[config.mk]
export PLATFORM = sky130hd
export DESIGN_NAME = spr_ram
export DESIGN_NICKNAME = d
export VERILOG_FILES = /design/src/spr_pkg.sv /design/src/spr_sat.sv /design/src/spr_delay.sv /design/src/spr_ram.sv
export SDC_FILE = /design/constraint.sdc
export NUM_CORES = 1
export LEC_CHECK = 0
export BUFFER_PORTS_ARGS = -buffer_cell sky130_fd_sc_hd__buf_2
export CAP_MARGIN = 20
export CORE_UTILIZATION = 40
export DETAILED_ROUTE_END_ITERATION = 8
export GPL_TIMING_DRIVEN = 0
export PLACE_DENSITY_LB_ADDON = 0.3
export SLEW_MARGIN = 20
export SYNTH_ARGS = -nofsm -noshare
export SYNTH_HDL_FRONTEND = slang
export SYNTH_HIERARCHICAL = 1
export SYNTH_SLANG_ARGS = --single-unit
[constraint.sdc]
create_clock -name sys_clk -period 5.8 [get_ports sys_clk]
set_input_delay 0.87 -clock sys_clk [delete_from_list [all_inputs] [get_ports sys_clk]]
set_output_delay 0.87 -clock sys_clk [all_outputs]
set_load 0.01 [all_outputs]
[src/spr_pkg.sv]
// constants shared by the single-port ram block
// assumes a single 100 MHz clock domain and synchronous user logic
//
// Operation
// - write strobe high stores data at address
// - strobe low: output shows addressed word
// - depth positive, all words one format
// - depth checked positive before build
// - initial entries beyond depth are dropped
// - words past initial list start zero
// - initial values saturated to data width
// - large ram clears to zero, no init
// - write-first shows newly written value
// - read-first shows old word value
// - no-change holds last non-write output
// - optional reset loads output register start value only; none on distributed
// - output reset only with latency one+
// - block ram output register initial value
// - large ram output register starts zero
// - distributed write-first needs latency, uses mux
package spr_pkg;
  typedef enum logic [1:0]
  {
    SPR_MEM_DIST = 2'h0,
    SPR_MEM_BLOCK = 2'h1,
    SPR_MEM_LARGE = 2'h2
  } spr_mem_t;

  typedef enum logic [1:0]
  {
    SPR_WR_FIRST = 2'h0,
    SPR_RD_FIRST = 2'h1,
    SPR_NO_CHANGE = 2'h2
  } spr_wmode_t;

  localparam int SPR_DEF_DEPTH = 16;
  localparam int SPR_DEF_WIDTH = 16;
  localparam int SPR_DEF_LATENCY = 1;
  localparam int SPR_MAX_INIT = 16;
  localparam logic [63:0] SPR_ZERO_WORD = 64'h0;
endpackage : spr_pkg

[src/spr_sat.sv]
// saturates a signed 64-bit initial value into a narrower word
// assumes constant inputs; used for the initial words and the output-register start value
`timescale 1ns/1ps
`default_nettype none
module spr_sat #(
  parameter int WIDTH = 16,
  parameter bit SIGNED_FMT = 1'b0
) (
  input wire logic signed [63:0] value,
  output logic [WIDTH-1:0] sat
);
  localparam logic signed [63:0] UMAX = (64'sh1 <<< WIDTH) - 64'sh1;
  localparam logic signed [63:0] SMAX = (64'sh1 <<< (WIDTH - 1)) - 64'sh1;
  localparam logic signed [63:0] SMIN = -(64'sh1 <<< (WIDTH - 1));

  // clamp into the representable range of the data port
  always_comb
  begin
    if (SIGNED_FMT)
    begin
      if (value > SMAX) sat = SMAX[WIDTH-1:0];
      else if (value < SMIN) sat = SMIN[WIDTH-1:0];
      else sat = value[WIDTH-1:0];
    end
    else
    begin
      if (value < 64'sh0) sat = '0;
      else if (WIDTH < 63 && value > UMAX) sat = UMAX[WIDTH-1:0];
      else sat = value[WIDTH-1:0];
    end
  end
endmodule : spr_sat
`default_nettype wire

[src/spr_delay.sv]
// pipeline stage holding the read word, with optional reset
// assumes latency stages are chained by the caller
`timescale 1ns/1ps
`default_nettype none
module spr_delay #(
  parameter int WIDTH = 16
) (
  input wire logic sys_clk,
  input wire logic rst_b,
  input wire logic ce,
  input wire logic out_rst,
  input wire logic [WIDTH-1:0] init_val,
  input wire logic load,
  input wire logic [WIDTH-1:0] d,
  output logic [WIDTH-1:0] q
);
  // reset only clears this stage, never the array behind it
  always_ff @(posedge sys_clk or negedge rst_b)
  begin
    if (!rst_b) q <= '0;
    else if (ce)
    begin
      if (out_rst) q <= init_val;
      else if (load) q <= d;
    end
  end
endmodule : spr_delay
`default_nettype wire

[src/spr_ram.sv]
// single-port ram: one address, one data in, one write strobe, one data out
// assumes the user side drives all inputs synchronously to sys_clk
`timescale 1ns/1ps
`default_nettype none
module spr_ram #(
  parameter int DEPTH = spr_pkg::SPR_DEF_DEPTH,
  parameter int WIDTH = spr_pkg::SPR_DEF_WIDTH,
  parameter int LATENCY = spr_pkg::SPR_DEF_LATENCY,
  parameter spr_pkg::spr_mem_t MEM_TYPE = spr_pkg::SPR_MEM_BLOCK,
  parameter spr_pkg::spr_wmode_t WRITE_MODE = spr_pkg::SPR_WR_FIRST,
  parameter bit SIGNED_FMT = 1'b0,
  parameter bit HAS_OUT_RST = 1'b0,
  parameter int INIT_LEN = 0,
  parameter logic signed [63:0] INIT_VEC [spr_pkg::SPR_MAX_INIT] = '{default: 64'sh0},
  parameter logic signed [63:0] OUT_INIT = 64'sh0,
  parameter int AW = (DEPTH > 1) ? $clog2(DEPTH) : 1
) (
  input wire logic sys_clk,
  input wire logic rst_b,
  input wire logic ce,
  input wire logic [AW-1:0] addr,
  input wire logic [WIDTH-1:0] din,
  input wire logic we,
  input wire logic out_rst,
  output logic [WIDTH-1:0] dout
);
  ////////////////////////////////////////////////////////////////////////////
  // build-time checks
  // a zero or negative depth cannot be built at all
  if (DEPTH < 1)
  begin : g_bad_depth
    $error("depth must be a positive integer");
  end
  // output reset needs a register to act on
  if (HAS_OUT_RST && LATENCY < 1)
  begin : g_bad_rst
    $error("output reset requires latency of at least one");
  end
  // distributed write-first forwards write data through a register stage
  if (MEM_TYPE == spr_pkg::SPR_MEM_DIST && WRITE_MODE == spr_pkg::SPR_WR_FIRST && LATENCY < 1)
  begin : g_bad_dist
    $error("distributed write-first requires latency above zero");
  end
  if (MEM_TYPE == spr_pkg::SPR_MEM_DIST && WRITE_MODE == spr_pkg::SPR_NO_CHANGE)
  begin : g_bad_nc
    $error("distributed memory supports read-first or write-first only");
  end

  localparam int USE_INIT = (MEM_TYPE == spr_pkg::SPR_MEM_LARGE) ? 0 : INIT_LEN;
  localparam int NINIT = (USE_INIT > DEPTH) ? DEPTH : USE_INIT;
  localparam int NINIT_C = (NINIT > spr_pkg::SPR_MAX_INIT) ? spr_pkg::SPR_MAX_INIT : NINIT;
  localparam logic signed [63:0] REG_INIT =
    (MEM_TYPE == spr_pkg::SPR_MEM_BLOCK) ? OUT_INIT : 64'sh0;
  localparam bit RST_EN = HAS_OUT_RST && (MEM_TYPE != spr_pkg::SPR_MEM_DIST)
    && (LATENCY >= 1);

  ////////////////////////////////////////////////////////////////////////////
  // saturated initial words and output-register start value
  logic [WIDTH-1:0] init_word [spr_pkg::SPR_MAX_INIT];
  logic [WIDTH-1:0] reg_init;

  for (genvar i = 0; i < spr_pkg::SPR_MAX_INIT; i++)
  begin : g_sat
    spr_sat #(.WIDTH(WIDTH), .SIGNED_FMT(SIGNED_FMT)) u_sat (
      .value(INIT_VEC[i]),
      .sat(init_word[i])
    );
  end

  spr_sat #(.WIDTH(WIDTH), .SIGNED_FMT(SIGNED_FMT)) u_sat_out (
    .value(REG_INIT),
    .sat(reg_init)
  );

  ////////////////////////////////////////////////////////////////////////////
  // storage array
  logic [WIDTH-1:0] mem [DEPTH];
  logic loaded;
  logic in_range;

  assign in_range = (32'(addr) < DEPTH);

  // contents are loaded once after reset; words past the list start at zero
  always_ff @(posedge sys_clk or negedge rst_b)
  begin
    if (!rst_b) loaded <= 1'b0;
    else loaded <= 1'b1;
  end

  // trade-off: loading in one cycle after reset costs a wide mux but keeps
  // the array content defined without any file read
  always_ff @(posedge sys_clk)
  begin
    if (!loaded)
    begin
      for (int j = 0; j < DEPTH; j++)
      begin
        if (j < NINIT_C) mem[j] <= init_word[j];
        else mem[j] <= '0;
      end
    end
    else if (ce && we && in_range)
    begin
      mem[addr] <= din;
    end
  end

  ////////////////////////////////////////////////////////////////////////////
  // read path: what the port shows in the write cycle
  logic [WIDTH-1:0] old_word;
  logic [WIDTH-1:0] next_rd;
  logic rd_load;

  assign old_word = in_range ? mem[addr] : '0;

  // select per write mode; no-change simply does not load the stage
  always_comb
  begin
    next_rd = old_word;
    rd_load = 1'b1;
    if (we)
    begin
      unique case (WRITE_MODE)
        spr_pkg::SPR_WR_FIRST: next_rd = din;
        spr_pkg::SPR_RD_FIRST: next_rd = old_word;
        spr_pkg::SPR_NO_CHANGE: rd_load = 1'b0;
        default: next_rd = old_word;
      endcase
    end
  end

  ////////////////////////////////////////////////////////////////////////////
  // latency pipeline
  logic [WIDTH-1:0] stage [LATENCY+1];
  logic [WIDTH-1:0] hold0;
  logic primed;

  // at zero latency no-change still needs a holding register
  always_ff @(posedge sys_clk or negedge rst_b)
  begin
    if (!rst_b) hold0 <= '0;
    else if (ce && loaded && rd_load) hold0 <= next_rd;
  end

  always_ff @(posedge sys_clk or negedge rst_b)
  begin
    if (!rst_b) primed <= 1'b0;
    else if (loaded) primed <= 1'b1;
  end

  assign stage[0] = (rd_load || LATENCY > 0) ? next_rd : hold0;

  for (genvar k = 0; k < LATENCY; k++)
  begin : g_pipe
    logic stage_rst;
    assign stage_rst = ((k == LATENCY - 1) && RST_EN && out_rst) || !primed;
    spr_delay #(.WIDTH(WIDTH)) u_stage (
      .sys_clk(sys_clk),
      .rst_b(rst_b),
      .ce(ce),
      .out_rst(stage_rst),
      .init_val((k == LATENCY - 1) ? reg_init : '0),
      .load((k == 0) ? (rd_load && loaded) : 1'b1),
      .d(stage[k]),
      .q(stage[k+1])
    );
  end

  assign dout = stage[LATENCY];

  ////////////////////////////////////////////////////////////////////////////
  // checks
  logic [WIDTH-1:0] last_wdata;
  logic last_wr;
  always_ff @(posedge sys_clk or negedge rst_b)
  begin
    if (!rst_b) last_wr <= 1'b0;
    else last_wr <= ce && we && loaded && in_range;
  end
  always_ff @(posedge sys_clk)
  begin
    last_wdata <= din;
  end

  if (LATENCY == 1)
  begin : g_chk
    a_write_first_out: assert property (@(posedge sys_clk) disable iff (!rst_b)
      (WRITE_MODE == spr_pkg::SPR_WR_FIRST && ce && we && loaded && primed && !out_rst)
      |=> dout == $past(din))
      else $error("write-first output not new data");
    a_read_first_out: assert property (@(posedge sys_clk) disable iff (!rst_b)
      (WRITE_MODE == spr_pkg::SPR_RD_FIRST && ce && we && loaded && primed && !out_rst)
      |=> dout == $past(old_word))
      else $error("read-first output not old data");
    a_no_change_hold: assert property (@(posedge sys_clk) disable iff (!rst_b)
      (WRITE_MODE == spr_pkg::SPR_NO_CHANGE && we && primed && !out_rst)
      |=> $stable(dout))
      else $error("no-change output moved during write");
    a_read_word_out: assert property (@(posedge sys_clk) disable iff (!rst_b)
      (ce && !we && loaded && primed && !out_rst) |=> dout == $past(old_word))
      else $error("read output not addressed word");
    a_write_stored: assert property (@(posedge sys_clk) disable iff (!rst_b)
      (ce && we && loaded && in_range) |=> mem[$past(addr)] == $past(din))
      else $error("write not stored");
    a_out_reset_val: assert property (@(posedge sys_clk) disable iff (!rst_b)
      (RST_EN && ce && out_rst) |=> dout == reg_init)
      else $error("output reset value wrong");
    a_out_reset_mem: assert property (@(posedge sys_clk) disable iff (!rst_b)
      (out_rst && !we && loaded) |=> mem[$past(addr)] == $past(old_word))
      else $error("output reset disturbed memory");
    a_large_init_zero: assert property (@(posedge sys_clk) disable iff (!rst_b)
      (MEM_TYPE == spr_pkg::SPR_MEM_LARGE && !primed && loaded) |=> dout == '0)
      else $error("large ram output register not zero");
    a_stall_freeze: assert property (@(posedge sys_clk) disable iff (!rst_b)
      (!ce && primed) |=> $stable(dout))
      else $error("output moved with clock enable low");
    // the start value must reach the port once the array is loaded
    a_out_start_val: assert property (@(posedge sys_clk) disable iff (!rst_b)
      (loaded && !primed && ce) |=> dout == reg_init)
      else $error("output register start value wrong");
    // distributed storage answers with the old word unless forwarding is on
    a_dist_old_word: assert property (@(posedge sys_clk) disable iff (!rst_b)
      (MEM_TYPE == spr_pkg::SPR_MEM_DIST && WRITE_MODE != spr_pkg::SPR_WR_FIRST
      && ce && we && loaded && primed) |=> dout == $past(old_word))
      else $error("distributed write output not old data");
  end

  ////////////////////////////////////////////////////////////////////////////
  // contents checks, valid for any latency
  // the registered copy of the last write must be in the array one edge on
  a_write_landed: assert property (@(posedge sys_clk) disable iff (!rst_b)
    last_wr |-> mem[$past(addr)] == last_wdata)
    else $error("last write missing from array");
  // a stalled cycle must not touch the array, whatever the strobe says
  a_stall_no_write: assert property (@(posedge sys_clk) disable iff (!rst_b)
    (!ce && loaded && in_range) |=> mem[$past(addr)] == $past(old_word))
    else $error("array written with clock enable low");
  // the first loaded word is the saturated list head
  a_init_head: assert property (@(posedge sys_clk) disable iff (!rst_b)
    (loaded && !primed && NINIT_C > 0) |-> mem[0] == init_word[0])
    else $error("first initial word wrong");
  // the top word lies past any short list and must start at zero
  a_init_tail_zero: assert property (@(posedge sys_clk) disable iff (!rst_b)
    (loaded && !primed && NINIT_C < DEPTH) |-> mem[DEPTH-1] == '0)
    else $error("word past initial list not zero");
  // large storage takes no user contents at all
  a_large_mem_zero: assert property (@(posedge sys_clk) disable iff (!rst_b)
    (MEM_TYPE == spr_pkg::SPR_MEM_LARGE && loaded && !primed) |-> mem[0] == '0)
    else $error("large ram not cleared at start");
endmodule : spr_ram
`default_nettype wire

After elaboration in Yosys (flattened, before gate mapping)
Memory sizes are Yosys's and may differ from the RTL's.
Cells that the tools add are included.

storage, ports and cells
  register bits after elaboration = 18
  bits in writable memories = 256
  input bits = 25
  output and inout bits = 16
  word-level logic and storage cells = 18
  memories kept = 1

operators by class
  equal/unequal tests = 1
  muxes and demuxes = 10
  reductions and logical operators = 3

memories
  name  words  bits a word  rd ports  clocked after memory_dff  write ports  line           text
  mem   16     16           1         0                         16           spr_ram.sv:77  logic [WIDTH-1:0] mem [DEPTH];

operators by type and width
  operator                                      count
  16-bit two-way mux                            4
  16-bit OR reduction                           1
  1-bit two-way mux                             5
  4-bit two-way mux                             1
  2-bit inequality test, second input constant  1
  2-bit AND reduction                           1
  1-bit logical AND                             1

Depth between registers and ports, before layout
Gate-level depths: netlist of the first run.

  word-level depth = 6
  depth in mapped cells = 8
  gate-level depth less buffers = 5

Cells and area by module
Netlist of the first run, hierarchy kept.

by module, submodules not included
  module     times used  cells an instance  area an instance (µm²)  seq. area each (µm²)
  spr_ram    1           827                12150.4                 7737.4
  spr_delay  1           77                 780.7                   400.4
  spr_sat    1           55                 386.6                   0.0

Least setup slack after synthesis of the first run
Ideal clock, no wire load.

  path type = input port to flip-flop
  start = in addr[1]
  end = mem mem[12][0] (enable)
  library setup time = 0.375 ns
  arrival = 2.085 ns
  data required time = 5.425 ns
  slack = 3.340 ns
  stages = 5
  path buffers = 3
  cells stage by stage = buf_6 > buf_6 > buf_6 > nor3_1 > nand2b_1

RTL lines
  element      line           text
  from (decl)  spr_ram.sv:21  input wire logic [AW-1:0] addr,
  to (decl)    spr_ram.sv:77

==> results of run 1 <==
-- path summary, 6_finish.rpt --
check,startpoint,cells after the start,slack [ns],endpoint
max,loaded$_DFF_PN0_,4,2.99,mem[15][9]$_SDFFCE_PN0P_
min,rst_b,1,0.26,g_pipe[0].u_stage/q[4]$_DFFE_PN0P_
max reg2reg,loaded$_DFF_PN0_,4,2.99,mem[15][9]$_SDFFCE_PN0P_
min reg2reg,primed$_DFFE_PN0P_,1,0.47,primed$_DFFE_PN0P_
max in group asynchronous,rst_b,1,5.22,g_pipe[0].u_stage/q[13]$_DFFE_PN0P_
min in group sys_clk,primed$_DFFE_PN0P_,1,0.47,primed$_DFFE_PN0P_
-- stage by stage --
step	hold slack [ns]	instance area, um^2	instances	setup WS, ns	total power, W
final	0.2630	15240	1554	2.995	0.004658
after detailed placement	0.4601	14300	1502	2.591	0.002817
after CTS	0.2638	15240	1554	3.043	0.004671
after floorplan	0.4368	13550	1022	3.340	0.002634
after global placement	0.4509	14300	1502	2.608	0.002805
after global routing	0.2776	15240	1554	2.822	0.004796
-- per-layer routing --
layer / routed length (um) / global-route usage [%] / vias to the layer above
met4: 803 / 6.467 / 2
li1: - / - / 4008
met5: 9 / 0 / -
met2: 17580 / 36.24 / 414
met3: 3180 / 4.189 / 59
met1: 15090 / 29.70 / 4476
-- kinds of logic (layout without fill, tap and decap cells) --
logic type / count (synthesis) / after routing / synth area share (%)
AOI/OAI and AO/OA: 94 / 94 / 5.693
and+or+nand+nor: 365 / 365 / 16.96
buffers and inverters: 144 / 234 / 5.365
muxes: 80 / 80 / 10.82
DFF: 274 / 274 / 61.10
other: 2 / 65 / 0.05639
-- power by group through the flow --
stage | combinational, W | sequential (W) | clock [W]
2_1_floorplan | 0.000276 | 0.00236 | 0
3_3_place_gp | 0.000443 | 0.00236 | 0
3_5_place_dp | 0.000449 | 0.00237 | 0
4_1_cts | 0.000451 | 0.00233 | 0.00189
5_1_grt | 0.000489 | 0.00234 | 0.00197
6_report | 0.000459 | 0.00233 | 0.00187
-- worst max-delay path, stage by stage, from the launching register on --
cell and delay (ns):
dfrtp_1 0.48, buf_2 0.35, nand4_4 0.27, nor3_1 0.50, nand2b_1 0.82
-- placed cells by master (no fill, tap or decap), drive strengths merged, types with 2 or more instances in the layout --
cell type    n
a41oi       16
nor2        18
nor3b        3
clkinv      13
inv         32
mux4        48
nor4bb       2
a32oi       12
and2       125
clkbuf      83
nor3        15
buf        100
nor4       144
nor2b        7
mux2        32
o22ai       15
edfxtp     256
conb        65
a221oi      16
or2          2
and3         4
o32ai       14
clkinvlp     2
and4         4
bufinv       4
a22oi       15
a31oi        5
nand2b      18
dfrtp       18
nand2       19
-- state kept, by name, summed over array words and instances (netlist names) --
signal and count:
g_pipe.u_stage/q 16, loaded 1, mem 256, primed 1
-- synthesized netlist by cell type, types with 2 or more instances --
library cell	instances	area share, %
clkbuf_1	50	1.4
mux4_2	48	8.1
buf_1	7	0.20
a41oi_1	15	0.99
nand2_1	19	0.54
edfxtp_1	256	58
o22ai_1	15	0.70
nor3b_1	3	0.17
a31oi_1	5	0.23
nand2b_1	18	0.85
and3_1	4	0.19
mux2_2	32	2.7
dfrtp_1	18	3.4
clkbuf_2	2	0.075
nor3_2	4	0.30
nor2_1	18	0.51
nor4_1	143	6.7
buf_2	37	1.4
and2_1	125	5.9
buf_4	5	0.28
nor2b_1	7	0.33
a32oi_1	12	0.79
and4_1	4	0.26
o32ai_1	14	0.92
a221oi_1	16	1.1
buf_6	12	1.0
a22oi_1	15	0.85
conb_1	2	0.056
inv_1	30	0.85
nor4bb_1	2	0.15
nor3_1	11	0.41
-- layout make-up --
cell class | instances | share of cell area (%)
Buffer | 114 | 3.948
Clock buffer | 31 | 4.810
Clock inverter | 21 | 1.387
Inverter | 30 | 0.7388
Multi-Input combinational cell | 604 | 30.85
Sequential cell | 274 | 53.39
Tap cell | 442 | 3.628
Timing Repair Buffer | 38 | 1.248
==> impl_metrics.ini, run 1 <==
[run_status]
status = finished, final reports clean

[cts]
cts_tree = built
cts.sinks = 274
postCtsSetupBuffers = 0
cts_buffer_depth = 3
cts.repair.resized = 0
clk_latency_ns = 0.55
cts_made_buffers = 29
hold_buffers = 0
htreeDepth = 1
cts_root_buf = clkbuf_16
clkTransAtPathRegs_ns = 0.06

[logic_synthesis]
ys_ff_latch = 274
syn-mean-instance-area_um2 = 13.89
yosysSeqAreaShare_pct = 61.10
async_reset_ff_share_pct = 6.569
synth_area_mm2 = 0.01332
synthDistinctLibCells = 41
synth_cells = 959
synth_ff_type = edfxtp_1
synth_warnings = 6
synth_edf_count = 256

[route]
vias = 8959
final_antenna_net_count = 0
via_per_inst = 5.765
wl_per_cell_um = 23.60
drt_pass1_iterations = 5
wl_um = 36670
initialDrtViolationCount = 813
route.detailed.drc = 0

[power]
seq_power_share_pct = 50.0
p_clk_share_pct = 40.2
power.switching_w = 0.001127
leakagePower_nw = 5.093
intPower_w = 0.003531
comb_power_share_pct = 9.8
p_per_area_mw_per_mm2 = 305.6
max-vdd-ir-drop_mv = 0.1957
swShare_pct = 24.20

[sta]
relSlewSlack_pct = 34.31
tightest_slew_ns = 0.9854
setup_viol = 0
fmax_mhz = 356.5
period_minus_slack_ns = 2.805
grt_setup_unrepaired = no
finalMaxSlewViolations = 0
tns_ns = 0
period_share_pct = 48.36
skew_ns = 0.01021
timing.final.hold_violations = 0

[worst_setup_path]
setup.worst_path.class = reg2reg
required_ns = 5.97
crit_path_end_kind = register
arrival_ns = 2.97
cp-start-kind = register
cp_max_fo = 16

[floorplanning]
coreArea_mm2 = 0.03262
ioPinCount = 41
rows = 66
die_area_mm2 = 0.03403
die_x_um = 184.5
fp.dieH_um = 184.5
initial_core_util_pct = 40.83

[grt]
grt_max_degree = 19
first_global_vias = 9005
grt_pass1_wl_um = 55630
track_usage_pct = 22.07
overflow = 0
grt_antenna_before_repair = 1

[min_path]
min_path_type = in2async

[run]
maxCapViolCount = 0

[layout]
drive_above_1_share_pct = 20.32
multiInputGateArea_mm2 = 0.004702
nets = 1116
seq_area_mm2 = 0.008138
antenna_cells = 0
final_util_pct = 46.73
n_fill_cell = 2879
area_growth_pct = 14.45

[placement]
io_buffers = 38
gp_congestion = 0.8717
dpl.hpwl_um = 26830
No activity file was read; power rests on OpenSTA's default activity.
==> run 2: changes to the inputs <==
==> constraint.sdc (replaced) <==
create_clock -name sys_clk -period 2.5 [get_ports sys_clk]
set_input_delay 0.375 -clock sys_clk [delete_from_list [all_inputs] [get_ports sys_clk]]
set_output_delay 0.375 -clock sys_clk [all_outputs]
set_load 0.01 [all_outputs]
==> run 2 against run 1 <==
  * First-iteration DRC count down 4.6%
  * Largest cell class unchanged
  * Worst hold slack worse by 0.078 ns
  * Critical path depth unchanged
  * Global-route usage unchanged
  * Sequential power up 130%
  * Utilization up 0.34 points
==> impl_metrics.ini, run 2 (synthesis results as in run 1) <==
[sta]
grt_setup_unrepaired = yes
fmax_mhz = 404.3
holdWs_ns = 0.1851
setup_viol = 0
period_minus_slack_ns = 2.473
setup_ws_ns = 0.02659
relSlewSlack_pct = 35.27
skew_ns = 0.009694
period_share_pct = 98.94
tightest_slew_ns = 0.9709
finalMaxSlewViolations = 0
timing.final.hold_violations = 0

[power]
leakagePower_nw = 5.110
max-vdd-ir-drop_mv = 0.4398
fin_total_pwr_w = 0.01081
p_per_area_mw_per_mm2 = 704.3

[layout]
nets = 1117
layout_commonest_cell = edfxtp_1
drive_above_1_share_pct = 22.28
n_fill_cell = 2859
reg.largest.list = mem x256, g_pipe.u_stage/q x16
stdcell_area_mm2 = 0.01535
seq_area_mm2 = 0.008138
multiInputGateArea_mm2 = 0.004802
largest_register_ffs = 256
area_growth_pct = 15.29
final_cell_count_no_fill = 1555
antenna_cells = 0
layout_common_cells = edfxtp_1, nor4_1, and2_1
top_register = mem

[grt]
grt_pass1_wl_um = 55660
grt_max_degree = 19
first_global_vias = 9013
overflow = 0
grt_antenna_before_repair = 1
track_usage_pct = 22.07

[run_status]
status = finished, final reports clean

[route]
vias = 8964
via_per_inst = 5.765
initialDrtViolationCount = 776
route.detailed.drc = 0
wl_um = 36740
wl_per_cell_um = 23.63
drt_pass1_iterations = 7
final_antenna_net_count = 0

[floorplanning]
initial_core_util_pct = 40.83
coreArea_mm2 = 0.03262
fp.dieH_um = 184.5
rows = 66
die_area_mm2 = 0.03403
die_x_um = 184.5
ioPinCount = 41

[worst_setup_path]
cp_slowest_stage_delay_ns = 0.53
worst-path-buf-inv = 1
required_ns = 2.69
cp_top_family = simple AND/OR/NAND/NOR gates
critPathSlowestCell = nand2b_2
crit_path_end_kind = register
setup.worst_path.class = reg2reg
path_cells = buf_2 -> nand4b_4 -> nor3_2 -> nand2b_2
r2r-start = loaded$_DFF_PN0_
cp-start-kind = register
cp_max_fo = 16
arrival_ns = 2.66
critPathLaunch = loaded$_DFF_PN0_

[cts]
htreeDepth = 1
cts_root_buf = clkbuf_16
cts_tree = built
clk_latency_ns = 0.54
cts.sinks = 274
cts_made_buffers = 29
clkTransAtPathRegs_ns = 0.06
cts_buffer_depth = 3

[run]
maxCapViolCount = 0

[placement]
dpl.hpwl_um = 26830
io_buffers = 38
gp_congestion = 0.8717
placed_cell_area_mm2 = 0.01430
placed_cells = 1502
dp_slack_ns = -0.2457

[min_path]
min_path_type = in2reg
min_from = din[4]
## run 2: cell types whose count changed in the layout (fill, tap and decap cells not counted)
cell and change:
clkbuf_1 -1, clkbuf_2 +1, dlygate4sd3_1 +1, nand2b_1 -14, nand2b_2 +8, nand2b_4 +6
nor3_1 -7, nor3_2 +7
## run 2: path summary, 6_finish.rpt
check	to	slack [ns]	depth (start not counted)
max	mem[4][1]$_SDFFCE_PN0P_	0.03	4
min	mem[0][4]$_SDFFCE_PN0P_	0.19	2
max reg2reg	mem[4][1]$_SDFFCE_PN0P_	0.03	4
min reg2reg	primed$_DFFE_PN0P_	0.47	1
max in group asynchronous	g_pipe[0].u_stage/q[13]$_DFFE_PN0P_	1.88	2
min in group asynchronous	g_pipe[0].u_stage/q[4]$_DFFE_PN0P_	0.30	2
## run 2: stage by stage
step	util, %	setup TNS (ns)
6_report	47.07	0
2_1_floorplan	-	0
3_5_place_dp	43.83	-34.22
3_3_place_gp	43.83	-29.23
4_1_cts	46.83	-16.98
5_1_grt	47.07	-0.06672
## run 2: layout make-up
| cell class | instances | area share [%] |
|---|---|---|
| flip-flops and latches | 274 | 53.00 |
| well taps | 442 | 3.602 |
| clock buffers | 31 | 4.775 |
| repair buffers | 39 | 1.304 |
| clock inverters | 21 | 1.377 |
| inverters | 30 | 0.7334 |
| plain buffers | 114 | 3.928 |
| multi-input cells | 604 | 31.28 |
## run 2: worst register-to-register path: stages (launching register included)
cell and delay (ns):
dfrtp_1 0.48, buf_2 0.41, nand4b_4 0.28, nor3_2 0.41, nand2b_2 0.53
## run 2: power breakdown
part           total [W]  internal, W  switching (W)
Sequential       0.00540      0.00529       0.000108
Clock            0.00434      0.00253        0.00181
Combinational    0.00108     0.000380       0.000697
Total             0.0108      0.00820        0.00262
## run 2: repair_timing
| item | CTS | global route |
|---|---|---|
| gates resized for setup | 9 | 21 |
| setup buffers | 0 | 0 |
| hold buffers | 1 | 0 |
| endpoints found under the hold margin | 18 | 0 |
| endpoints found under the setup margin | 192 | 144 |
## run 2: routing by layer
metal | vias to the layer above | track usage [%] | part of all wire [%]
li1 | 4016 | - | -
met1 | 4486 | 29.71 | 42
met2 | 395 | 36.29 | 48
met3 | 65 | 4.110 | 8.1
met4 | 2 | 6.467 | 2.4
met5 | - | 0 | 0.030
==> run 3: changes to the inputs <==
--- a/config.mk
+++ b/config.mk
@@ -5,12 +5,14 @@
 export SDC_FILE = /design/constraint.sdc
 export NUM_CORES = 1
 export LEC_CHECK = 0
+export ABC_AREA = 1
 export BUFFER_PORTS_ARGS = -buffer_cell sky130_fd_sc_hd__buf_2
 export CAP_MARGIN = 20
-export CORE_UTILIZATION = 40
+export CORE_UTILIZATION = 56
 export DETAILED_ROUTE_END_ITERATION = 8
 export GPL_TIMING_DRIVEN = 0
 export PLACE_DENSITY_LB_ADDON = 0.3
+export SKIP_LAST_GASP = 1
 export SLEW_MARGIN = 20
 export SYNTH_ARGS = -nofsm -noshare
 export SYNTH_HDL_FRONTEND = slang
==> run 3 against run 2 <==
  * The flow now finishes with violations (negative setup slack)
  * Cell area hardly changed
  * Count of clock-buffer cells in the layout increased by 2
  * Worst setup slack lost 0.10 ns
  * Critical path depth up 2
  * Routed wire length up 2.2%
  * Non-clock buffer count down 9
  * Cell count up 31%
  * Via count is 25% higher
  * First-iteration DRC count grew 78%
  * Clock power fell by 9.4%
  * Synthesized cell count is 62% higher
  * Combinational power rose by 4%
  * Critical endpoint is now mem[5][2]$_SDFFCE_PN0P_
  * Highest routed layer is now met4
==> impl_metrics.ini, run 3 <==
[run_status]
status = complete, but fails checks
violations = negative setup slack

[floorplanning]
coreArea_mm2 = 0.02340
rows = 56
fp.dieH_um = 156.4
initial_core_util_pct = 57.05
die_x_um = 156.4
die_area_mm2 = 0.02446
ioPinCount = 41

[route]
vias = 11190
final_antenna_net_count = 0
drt_pass1_iterations = 5
initialDrtViolationCount = 1380
route.detailed.drc = 0
via_per_inst = 5.494
wl_per_cell_um = 18.44
wl_um = 37560

[worst_setup_path]
cp-start-kind = register
setup.worst_path.class = reg2reg
r2r_end = mem[5][2]$_SDFFCE_PN0P_
arrival_ns = 2.78
rrSetupSlack_ns = -0.07
cp_max_fo = 16
cp-endpoint = mem[5][2]$_SDFFCE_PN0P_
critPathLaunch = loaded$_DFF_PN0_
r2r_cells = 6
r2r-start = loaded$_DFF_PN0_
required_ns = 2.71
crit_path_end_kind = register

[min_path]
min_path_type = in2reg
hold_depth = 4

[sta]
skew_ns = 0.01985
relSlewSlack_pct = 42.98
period_share_pct = 103.0
setup_ws_ns = -0.07408
tightest_slew_ns = 0.8553
timing.final.hold_violations = 0
grt_setup_unrepaired = yes
fmax_mhz = 388.5
setup_viol = 76
finalMaxSlewViolations = 0
period_minus_slack_ns = 2.574

[power]
p_per_area_mw_per_mm2 = 678.4
fin_total_pwr_w = 0.01042
max-vdd-ir-drop_mv = 0.6058
leakagePower_nw = 7.041

[logic_synthesis]
synthTopCellsByCount = nand2_1, nor2_1, edfxtp_1
syn-mean-instance-area_um2 = 8.580
synth_edf_count = 256
yosysTopAreaCell = edfxtp_1
synth_area_mm2 = 0.01335
synth_top_area_share_pct = 57.58
yosysSeqAreaShare_pct = 60.96
synth_cells = 1556
synth_warnings = 6
async_reset_ff_share_pct = 6.569
synth_ff_type = edfxtp_1
yosys-top-cells-area = edfxtp_1, nand2_1, nor2_1, dfrtp_1, nand3_1
yosysMostFrequentCell = nand2_1
ys_ff_latch = 274
synthDistinctLibCells = 23

[placement]
io_buffers = 39
gp_congestion = 0.9296
dp_slack_ns = -0.5570
dpl.hpwl_um = 25810

[layout]
largest_register_ffs = 256
drive_above_1_share_pct = 10.48
nets = 1722
layout_commonest_cell = nand2_1
area_growth_pct = 15.03
reg.largest.list = mem x256, g_pipe.u_stage/q x16
top_register = mem
n_fill_cell = 1891
layout_common_cells = nand2_1, nor2_1, edfxtp_1
antenna_cells = 0

[grt]
grt_max_degree = 19
grt_pass1_wl_um = 56720
first_global_vias = 10340
track_usage_pct = 31.18
overflow = 0
grt_antenna_before_repair = 0

[cts]
cts_buffer_depth = 3
htreeDepth = 1
cts.sinks = 274
cts_made_buffers = 28
clk_latency_ns = 0.55
cts_root_buf = clkbuf_16
clkTransAtPathRegs_ns = 0.06
cts_tree = built

[run]
maxCapViolCount = 0
-- run 3: what timing repair did --
action / 4_1_cts / 5_1_grt
gates cloned: 0 / 2
pin swaps: 1 / 1
resized for setup: 50 / 4
hold buffers: 1 / 0
buffers inserted: 8 / 1
endpoints found under the setup margin: 256 / 256
endpoints found under the hold margin: 18 / 0
-- run 3: worst min-delay path by stage --
| stage | endpoint | slack (ns) | startpoint |
|---|---|---|---|
| 4_1_cts | g_pipe[0].u_stage/q[0]$_DFFE_PN0P_ | 0.23 | ce |
| 5_1_grt | g_pipe[0].u_stage/q[0]$_DFFE_PN0P_ | 0.25 | ce |
| 6_report | g_pipe[0].u_stage/q[0]$_DFFE_PN0P_ | 0.23 | ce |
| 3_5_place_dp | g_pipe[0].u_stage/q[2]$_DFFE_PN0P_ | 0.33 | rst_b |
| 2_1_floorplan | g_pipe[0].u_stage/q[0]$_DFFE_PN0P_ | 0.08 | rst_b |
| 3_3_place_gp | g_pipe[0].u_stage/q[5]$_DFFE_PN0P_ | 0.31 | rst_b |
-- run 3: where the power goes --
group	switching (W)	internal (W)	total (W)
clock network	0.00174	0.00220	0.00393
registers	0.0000882	0.00528	0.00537
logic	0.000808	0.000309	0.00112
total	0.00263	0.00778	0.0104
-- run 3: kinds of logic after synthesis --
logic type	after synthesis	share of synthesized area, %
compound gates	1	0.1219
flops	274	60.96
other cells	2	0.05625
buf+inv	157	5.117
simple gates	1122	33.75
-- run 3: final cells by class --
type	instances	area (um^2)	area share, %
clock buffer	33	740.7	4.823
clock inverter	18	103.9	0.6762
tap	319	399.1	2.599
timing repair buffer	49	335.3	2.183
multi-input combinational	1191	4950	32.23
buffer	95	473.0	3.080
sequential	274	8138	52.99
inverter	58	217.7	1.418
-- run 3: worst max-delay path: stages (launching register included) --
cell      delay, ns
dfrtp_1        0.44
buf_6          0.27
nand3_2        0.25
nor3_4         0.35
nand2_1        0.31
clkbuf_2       0.34
nand2_4        0.28
-- run 3: per-layer routing --
layer / global-route usage (%) / share of wire [%] / up-vias
met5: 0 / 0 / -
met4: 13.63 / 4.4 / 0
met3: 5.456 / 11 / 129
met2: 49.79 / 46 / 699
met1: 42.06 / 38 / 5180
li1: - / - / 5184
-- run 3: per-stage QoR --
stage	utilization [%]	TNS, ns	hold slack [ns]	cell area, um^2	cells
floorplan	-	0	0.07941	13590	1620
global placement	60.61	-91.27	0.3133	14180	1978
detailed placement	60.61	-114.22	0.3265	14180	1978
CTS	65.49	-0.09161	0.2308	15330	2038
global route	65.62	-8.540	0.2479	15360	2037
finish	65.62	-1.591	0.2335	15360	2037
